$ cat config.mk
export PLATFORM = sky130hd
export DESIGN_NAME = aqc_quad_cfg
export DESIGN_NICKNAME = d
export VERILOG_FILES = /design/src/verilog/aqc_pkg.sv /design/src/verilog/aqc_quad_cfg.sv
export VERILOG_INCLUDE_DIRS = /design/src /design/src/verilog
export SDC_FILE = /design/constraint.sdc
export NUM_CORES = 1
export LEC_CHECK = 0
export BUFFER_PORTS_ARGS = -buffer_cell sky130_fd_sc_hd__buf_4
export CAP_MARGIN = 20
export CORE_MARGIN = 2
export CORE_UTILIZATION = 45
export CTS_BUF_LIST = sky130_fd_sc_hd__clkbuf_8
export CTS_CLUSTER_SIZE = 12
export DETAILED_ROUTE_END_ITERATION = 16
export PLACE_DENSITY_LB_ADDON = 0.05
export REMOVE_ABC_BUFFERS = 1
export SETUP_SLACK_MARGIN = 0.02
export SYNTH_ARGS = -nofsm -noshare
export SYNTH_HDL_FRONTEND = slang
export SYNTH_SLANG_ARGS = --single-unit
export TNS_END_PERCENT = 100
$ cat constraint.sdc
create_clock -name clk -period 9.6 [get_ports clk]
set_clock_uncertainty 0.15 [all_clocks]
set_input_delay 0.96 -clock clk [delete_from_list [all_inputs] [get_ports clk]]
set_output_delay 0.96 -clock clk [all_outputs]
set_load 0.02 [all_outputs]
$ cat src/verilog/aqc_regs.svh
`ifndef AQC_REGS_SVH
`define AQC_REGS_SVH
// Address map of the configuration port
`define AQC_QUAD_FIRST     8'h01
`define AQC_QUAD_LAST      8'h28
`define AQC_RTC_FIRST      8'h40
`define AQC_RTC_LAST       8'h59
// Byte index within a quad
`define AQC_BYTE_VOLT      2'h0
`define AQC_BYTE_CURR      2'h1
`define AQC_BYTE_GATE      2'h2
`define AQC_BYTE_TEMP      2'h3
// Input byte fields
`define AQC_IN_PRESC_LSB   0
`define AQC_IN_MUX_LSB     3
`define AQC_IN_CMON_BIT    4
`define AQC_IN_DIRECT_BIT  5
`define AQC_IN_POL_BIT     6
`define AQC_IN_AMP_BIT     7
// Gate byte fields
`define AQC_GD_TMON_BIT    0
`define AQC_GD_CUR_LSB     2
`define AQC_GD_POL_BIT     6
`define AQC_GD_HIGH_BIT    7
// Power-up defaults: highest range, prescaler mux, all off, positive
`define AQC_IN_RESET       8'h00
`define AQC_GD_RESET       8'h00
`define AQC_GD_SPARE_MASK  8'h32
`endif
$ cat src/verilog/aqc_pkg.sv
package aqc_pkg;
   // Prescaler range code, gain doubles per step
   typedef enum logic [2:0] {
      AQC_RANGE_16V   = 3'h0,
      AQC_RANGE_8V    = 3'h1,
      AQC_RANGE_4V    = 3'h2,
      AQC_RANGE_2V    = 3'h3,
      AQC_RANGE_1V    = 3'h4,
      AQC_RANGE_0V5   = 3'h5,
      AQC_RANGE_0V25  = 3'h6,
      AQC_RANGE_0V125 = 3'h7
   } aqc_range_t;
   // Analog mux routing
   typedef enum logic [1:0] {
      AQC_MUX_PRESC  = 2'h0,
      AQC_MUX_DIRECT = 2'h1,
      AQC_MUX_MON    = 2'h2,
      AQC_MUX_BAD    = 2'h3
   } aqc_mux_t;
   // Decoded analog input channel controls
   typedef struct packed {
      logic       amp_on;
      logic       negative;
      logic       direct_on;
      aqc_mux_t   mux;
      aqc_range_t range;
      logic [4:0] gain_shift;
   } aqc_input_ctl_t;
   // Decoded gate driver controls
   typedef struct packed {
      logic       high_drive;
      logic       negative;
      logic [1:0] cur_code;
      logic [5:0] cur_ua;
      logic       temp_monitor_power;
   } aqc_gate_ctl_t;
   // Configuration port write strobe group
   typedef struct packed {
      logic       wen;
      logic [7:0] addr;
      logic [7:0] wdata;
   } aqc_port_req_t;
endpackage

$ cat src/verilog/aqc_quad_cfg.sv
`include "aqc_regs.svh"

////////////////////////////////////////////////////////////////////////////////
module aqc_quad_cfg #(
   parameter int NUM_QUADS = 10
) (
   input  wire logic                   clk,
   input  wire logic                   rst,
   // Configuration port
   input  wire logic                   port_wen,
   input  wire logic                   quad_write_enable,
   input  wire logic                   byte_lane_enable,
   input  wire logic                   internal_oscillator_input,
   input  wire logic [7:0]             config_port_address,
   input  wire logic [7:0]             port_wdata,
   output logic      [7:0]             port_rdata,
   // Counter space pass-through
   output logic                        rtc_sel,
   output logic                        rtc_wen,
   // Configuration error flags
   output logic                        mux_invalid,
   output logic                        temp_cfg_invalid,
   // Decoded quad controls
   output aqc_pkg::aqc_input_ctl_t     volt_ctl     [NUM_QUADS],
   output aqc_pkg::aqc_input_ctl_t     curr_ctl     [NUM_QUADS],
   output aqc_pkg::aqc_input_ctl_t     temp_ctl     [NUM_QUADS],
   output logic      [NUM_QUADS-1:0]   curr_mon_on,
   output aqc_pkg::aqc_gate_ctl_t      gate_ctl     [NUM_QUADS]
);

   // Four bytes per quad in flat storage
   localparam int NBYTES = 4 * NUM_QUADS;

   // Storage, write path and readback
   logic [7:0]           cfg_r [NBYTES];
   logic                 osc_d_r;
   logic                 osc_rise;
   logic                 quad_hit;
   logic [7:0]           idx;
   logic                 quad_wr;
   logic [NBYTES-1:0]    byte_we;
   logic [7:0]           rdata_nxt;

   // Per-quad byte views
   logic [7:0]           volt_b [NUM_QUADS];
   logic [7:0]           curr_b [NUM_QUADS];
   logic [7:0]           gate_b [NUM_QUADS];
   logic [7:0]           temp_b [NUM_QUADS];

   // Per-quad error flags
   logic [NUM_QUADS-1:0] mux_bad_q;
   logic [NUM_QUADS-1:0] temp_bad_q;

   ////////////////////////////////////////////////////////////////////////////
   // Decode: quad byte index from address, 1-based
   function automatic logic is_quad(input logic [7:0] a);
      is_quad = (a >= `AQC_QUAD_FIRST) && (a < `AQC_QUAD_FIRST + 8'(NBYTES));
   endfunction

   function automatic logic is_rtc(input logic [7:0] a);
      is_rtc = (a >= `AQC_RTC_FIRST) && (a <= `AQC_RTC_LAST);
   endfunction

   // Lane of a flat byte slot within its quad
   function automatic int lane_of(input int i);
      lane_of = i % 4;
   endfunction

   // Flat storage index of one lane of one quad
   function automatic int byte_at(input int q, input logic [1:0] lane);
      byte_at = 4 * q + int'(lane);
   endfunction

   // Address hits one flat byte slot
   function automatic logic hit_at(input logic [7:0] a, input int i);
      hit_at = is_quad(a) && ((a - `AQC_QUAD_FIRST) == 8'(i));
   endfunction

   // Prescaler code field of an input byte
   function automatic aqc_pkg::aqc_range_t range_of(input logic [7:0] b);
      range_of = aqc_pkg::aqc_range_t'(b[`AQC_IN_PRESC_LSB +: 3]);
   endfunction

   // Mux field of an input byte
   function automatic aqc_pkg::aqc_mux_t mux_of(input logic [7:0] b);
      mux_of = aqc_pkg::aqc_mux_t'(b[`AQC_IN_MUX_LSB +: 2]);
   endfunction

   // Prescaler gain as a power-of-two step above the 16 V range
   function automatic logic [4:0] gain_of(input logic [2:0] code);
      logic [4:0] g;
      g = 5'h00;
      unique case (code)
         3'h0: g = 5'h00;  // Gain 0.15625
         3'h1: g = 5'h01;
         3'h2: g = 5'h02;
         3'h3: g = 5'h03;
         3'h4: g = 5'h04;
         3'h5: g = 5'h05;
         3'h6: g = 5'h06;
         3'h7: g = 5'h07;  // Gain 20.0
      endcase
      gain_of = g;
   endfunction

   // Mux code with no routing behind it
   function automatic logic mux_bad(input aqc_pkg::aqc_mux_t m);
      mux_bad = (m == aqc_pkg::AQC_MUX_BAD);
   endfunction

   // Temperature input works only on the 16 V and 4 V steps
   function automatic logic temp_range_bad(input aqc_pkg::aqc_range_t r);
      temp_range_bad = (r != aqc_pkg::AQC_RANGE_16V) && (r != aqc_pkg::AQC_RANGE_4V);
   endfunction

   // Input byte decode into channel controls
   function automatic aqc_pkg::aqc_input_ctl_t dec_in(input logic [7:0] b);
      aqc_pkg::aqc_input_ctl_t c;
      c.range      = range_of(b);
      c.gain_shift = gain_of(b[`AQC_IN_PRESC_LSB +: 3]);
      c.mux        = mux_of(b);
      c.direct_on  = b[`AQC_IN_DIRECT_BIT];
      c.negative   = b[`AQC_IN_POL_BIT];
      c.amp_on     = b[`AQC_IN_AMP_BIT];
      dec_in = c;
   endfunction

   // Low-drive current in microamps
   function automatic logic [5:0] gd_ua(input logic [1:0] code);
      logic [5:0] u;
      u = 6'h01;
      unique case (code)
         2'h0: u = 6'h01;
         2'h1: u = 6'h03;
         2'h2: u = 6'h0a;
         2'h3: u = 6'h1e;
      endcase
      gd_ua = u;
   endfunction

   ////////////////////////////////////////////////////////////////////////////
   // Quad write timing: write on oscillator rising edge with both enables
   always_ff @(posedge clk or posedge rst) begin
      if (rst) begin
         osc_d_r <= 1'b0;
      end else begin
         osc_d_r <= internal_oscillator_input;
      end
   end

   // Strobe edge and address decode
   assign osc_rise = internal_oscillator_input & ~osc_d_r;
   assign quad_hit = is_quad(config_port_address);
   assign idx      = config_port_address - `AQC_QUAD_FIRST;

   // Quad write qualifier; counter space never reaches it
   assign quad_wr  = port_wen & quad_hit & quad_write_enable & byte_lane_enable & osc_rise;

   // One-hot byte strobe, only the addressed byte may load
   always_comb begin
      byte_we = '0;
      for (int i = 0; i < NBYTES; i++) begin
         if (quad_wr && hit_at(config_port_address, i)) begin
            byte_we[i] = 1'b1;
         end
      end
   end

   // Configuration byte storage
   always_ff @(posedge clk or posedge rst) begin
      if (rst) begin
         for (int i = 0; i < NBYTES; i++) begin
            // Gate lane has its own default, inputs share one
            if (lane_of(i) == int'(`AQC_BYTE_GATE)) begin
               cfg_r[i] <= `AQC_GD_RESET;
            end else begin
               cfg_r[i] <= `AQC_IN_RESET;
            end
         end
      end else begin
         for (int i = 0; i < NBYTES; i++) begin
            if (byte_we[i]) begin
               cfg_r[i] <= port_wdata;
            end
         end
      end
   end

   ////////////////////////////////////////////////////////////////////////////
   // RTC space passes straight through, no timing generator
   assign rtc_sel = is_rtc(config_port_address);
   assign rtc_wen = port_wen & rtc_sel;

   // Readback source: addressed quad byte, zero elsewhere
   always_comb begin
      rdata_nxt = 8'h00;
      for (int i = 0; i < NBYTES; i++) begin
         if (hit_at(config_port_address, i)) begin
            rdata_nxt = cfg_r[i];
         end
      end
   end

   // Readback register, one cycle behind the address
   always_ff @(posedge clk or posedge rst) begin
      if (rst) begin
         port_rdata <= 8'h00;
      end else begin
         port_rdata <= rdata_nxt;
      end
   end

   ////////////////////////////////////////////////////////////////////////////
   // Byte views: the four lanes of each quad
   always_comb begin
      for (int q = 0; q < NUM_QUADS; q++) begin
         volt_b[q] = cfg_r[byte_at(q, `AQC_BYTE_VOLT)];
         curr_b[q] = cfg_r[byte_at(q, `AQC_BYTE_CURR)];
         gate_b[q] = cfg_r[byte_at(q, `AQC_BYTE_GATE)];
         temp_b[q] = cfg_r[byte_at(q, `AQC_BYTE_TEMP)];
      end
   end

   // Voltage input controls
   always_comb begin
      for (int q = 0; q < NUM_QUADS; q++) begin
         volt_ctl[q] = dec_in(volt_b[q]);
      end
   end

   // Current input controls
   always_comb begin
      for (int q = 0; q < NUM_QUADS; q++) begin
         curr_ctl[q] = dec_in(curr_b[q]);
      end
   end

   // Current monitor switch lives in the voltage byte
   always_comb begin
      for (int q = 0; q < NUM_QUADS; q++) begin
         curr_mon_on[q] = volt_b[q][`AQC_IN_CMON_BIT];
      end
   end

   // Temperature input controls, polarity pinned positive
   always_comb begin
      for (int q = 0; q < NUM_QUADS; q++) begin
         temp_ctl[q]          = dec_in(temp_b[q]);
         temp_ctl[q].negative = 1'b0;
      end
   end

   ////////////////////////////////////////////////////////////////////////////
   // Gate driver controls; spare bits 1, 4 and 5 have no effect
   always_comb begin
      for (int q = 0; q < NUM_QUADS; q++) begin
         gate_ctl[q].temp_monitor_power = gate_b[q][`AQC_GD_TMON_BIT];
         gate_ctl[q].cur_code           = gate_b[q][`AQC_GD_CUR_LSB +: 2];
         gate_ctl[q].cur_ua             = gd_ua(gate_b[q][`AQC_GD_CUR_LSB +: 2]);
         gate_ctl[q].negative           = gate_b[q][`AQC_GD_POL_BIT];
         gate_ctl[q].high_drive         = gate_b[q][`AQC_GD_HIGH_BIT];
      end
   end

   ////////////////////////////////////////////////////////////////////////////
   // Per-quad mux code check on all three inputs
   always_comb begin
      for (int q = 0; q < NUM_QUADS; q++) begin
         mux_bad_q[q] = mux_bad(volt_ctl[q].mux) | mux_bad(curr_ctl[q].mux)
                        | mux_bad(temp_ctl[q].mux);
      end
   end

   // Per-quad temperature range check
   always_comb begin
      for (int q = 0; q < NUM_QUADS; q++) begin
         temp_bad_q[q] = temp_range_bad(temp_ctl[q].range);
      end
   end

   // Any quad with a bad mux code raises the shared flag
   assign mux_invalid      = |mux_bad_q;

   // Any quad with a bad temperature range raises its flag
   assign temp_cfg_invalid = |temp_bad_q;

endmodule

==> flow_summary_export.csv <==
group,metric,value,unit
run_status,outcome,"finished, final reports clean",
setup_path,cp.required,10030,ps
drt,viasPerCell,5.968,
layout,mostFrequentLayoutCells,"477 x buf_4, 329 x dfrtp_1, 304 x mux2_2, 80 x conb_1, 79 x nand2_1",
drt,drt.antenna.violating_nets,0,
synth,synthArstFlopShare,100.0,%
die,die_x,216.8,um
drt,drt_first_pass_iters,8,
layout,drive_gt1_share,47.79,%
synth,netlist_area,20370,sq um
setup_path,path_class,"input pin to flop",
power,p_seq_share,49.8,%
synth,avgSynthCellArea,10.65,sq um
layout,multi_input_area,8342,sq um
placed_design,place_hpwl,58.56,mm
timing,slew_viol_final,0,
layout,seq_area,8233,sq um
die,die_area,46980,sq um
timing,rsz0062_at_grt,"no",
die,core,44410,sq um
clock_tree,clock_latency,670,ps
timing,relSlewSlack,28.82,%
setup_path,worstPathArrival,4760,ps
die,io_pins,544,
clock_tree,cts_root_buf,"clkbuf_8",
job,drv_cap,0,
synth,yosysWarnings,0,
setup_path,worstSetupEndpointType,"flop",
global_route,grt_pass1_wl,114.2,mm
clock_tree,h-tree-depth,2,
setup_path,r2r.worst_path.cells,6,
global_route,grt_overflow_total,0,
power,peakVddDrop,0.0001041,V
synth,synth_ff_type,"dfrtp_1",
placed_design,post-place-cells,2492,
layout,area.growth.synth_to_final,8.237,%
clock_tree,cts_buffers,57,
power,p_sw,771.0,uW
synth,synth.yosys.seq_area_share,40.42,%
layout,fin_util,49.64,%
hold_path,hp-class,"input pin to asynchronous set/reset pin",
die,die_y,216.8,um
clock_tree,postCtsHoldBufs,0,
timing,setup_viol,0,
layout,layout_commonest_cell,"buf_4",
setup_path,worst_path_largest_cell_delay,690,ps
global_route,grtUsageTotal,33.60,%
timing,setup_slack,5275,ps
power,p_sw_share,27.55,%
synth,synth-edff-count,0,
power,clkPwrFrac,42.6,%
drt,drcViolationCount,0,
timing,period_minus_slack,4325,ps
synth,synth-seq-cells,329,
timing,fmax,0.2312,GHz
power,powerDensity,126.9,nW/um^2
clock_tree,cts_buffer_depth,3,
power,p_leak,0.01129,uW
setup_path,path_cells,"buf_4, buf_4, nor2_1, buf_4, o32ai_2, o21ai_0, o211a_1, a21boi_0, o31ai_1, a32o_1",
global_route,antenna_found_initial,4,
drt,drt_iter0_markers,1545,
layout,final_cells,2586,
global_route,grt_max_degree,149,
placed_design,port_buffers,463,
synth,ys_types,91,
drt,drt-wirelength-per-cell,31.27,um
setup_path,cp_max_fo,57,
power,power.internal,2028,uW
clock_tree,cts_setup_buffers,0,
timing,fin_tns_setup,0,ps
setup_path,cp_common_cell,"buf_4",
die,start_util,45.86,%
synth,synthCells,1913,
timing,period_share,45.05,%
clock_tree,tritoncts,"yes",
setup_path,setup.worst_path.start_class,"input pin",
setup_path,crit_slowest_cell,"buf_4",
clock_tree,clk_pin_slew,60,ps
clock_tree,cts.sink_count,329,
placed_design,pre_cts_slack,4431,ps
clock_tree,cts_resized,0,
timing,worst_slew_pin_slew,1058,ps
layout,nFillCells,4196,
drt,wl,80.86,mm
power,combPwrFrac,7.6,%
global_route,grt_pass1_vias,14871,
drt,vias,15434,
die,rows,77,
timing,hold_viol_final,0,
placed_design,gp_congestion,0.9300,
timing,whs,236.1,ps
layout,nets,1983,
[stage by stage]
| stage | total power, uW | area, sq um |
|---|---|---|
| 2_1_floorplan | 1519 | 16630 |
| 3_3_place_gp | 1626 | 20990 |
| 3_5_place_dp | 1627 | 21010 |
| 4_1_cts | 2808 | 22000 |
| 5_1_grt | 2880 | 22040 |
| 6_report | 2799 | 22050 |
[area by class of cell]
class | instances | area share (%)
Antenna cell | 2 | 0.02270
Clock buffer | 64 | 3.995
Clock inverter | 26 | 0.4994
Inverter | 17 | 0.3235
Multi-Input combinational cell | 1074 | 37.84
Sequential cell | 329 | 37.34
Tap cell | 592 | 3.360
Timing Repair Buffer | 482 | 16.62
[registers in the layout (all words and copies together), names as in the netlist]
signal,flops
cfg_r,40
gate_ctl,50
osc_d_r,1
volt_ctl,70
curr_ctl,80
port_rdata,8
curr_mon_on,10
temp_ctl,70
[path summary, 6_finish.rpt]
path	start	to	slack, ps
hold reg to reg	cfg_r[13]$_DFFE_PP0P_	cfg_r[13]$_DFFE_PP0P_	350
setup reg to reg	osc_d_r$_DFF_PP0_	gate_ctl[97]$_DFFE_PP0P_	6550
setup / recovery	config_port_address[0]	port_rdata[1]$_DFF_PP0_	5280
min in group clk	internal_oscillator_input	osc_d_r$_DFF_PP0_	270
max in group asynchronous	rst	temp_ctl[84]$_DFFE_PP0P_	7720
hold / removal	rst	gate_ctl[42]$_DFFE_PP0P_	240
[cell families after synthesis]
group | count (synthesis) | synth area share, %
flops | 329 | 40.42
simple gates | 350 | 9.933
compound gates | 307 | 10.62
xor+xnor | 1 | 0.04301
other cells | 1 | 0.01841
mux | 336 | 18.84
buf+inv | 589 | 20.12
[Yosys cell counts, types with 13 or more instances]
cell type	n	area share [%]
a21oi_1	47	1.2
a221oi_1	14	0.60
a22oi_1	29	1.1
and2_1	14	0.43
buf_2	24	0.59
buf_4	474	17
clkbuf_1	61	1.1
dfrtp_1	329	40
inv_1	17	0.31
mux2_2	304	17
mux2_4	16	1.2
mux2i_1	14	0.69
nand2_1	79	1.5
nand2_2	17	0.52
nand3_1	37	0.91
nor2_1	69	1.3
nor2_2	17	0.52
nor3_1	21	0.52
o211ai_1	13	0.48
o21ai_0	53	1.3
o221ai_1	18	0.77
o22ai_1	32	0.98
[layer usage]
layer	up-vias	global-route usage, %	wire (um)
met2	868	52.99	37480
met3	129	5.003	6503
met1	8038	47.61	34620
met4	0	10.75	2256
li1	6399	-	-
met5	-	0	0
[critical path, delay by kind of cell]
kind | cells | cell delay [ps]
AO/OA/AOI/OAI | 6 | 2500
buffers and inverters | 3 | 1120
AND/OR/NAND/NOR | 1 | 110
[power groups by stage]
stage,Sequential [uW],Clock (uW),Combinational (uW)
final,1390,1190,213
after global routing,1390,1260,224
after detailed placement,1420,0,208
after floorplan,1420,0,96.9
after CTS,1390,1200,208
after global placement,1420,0,207
Power figures use the tool's default switching activity.
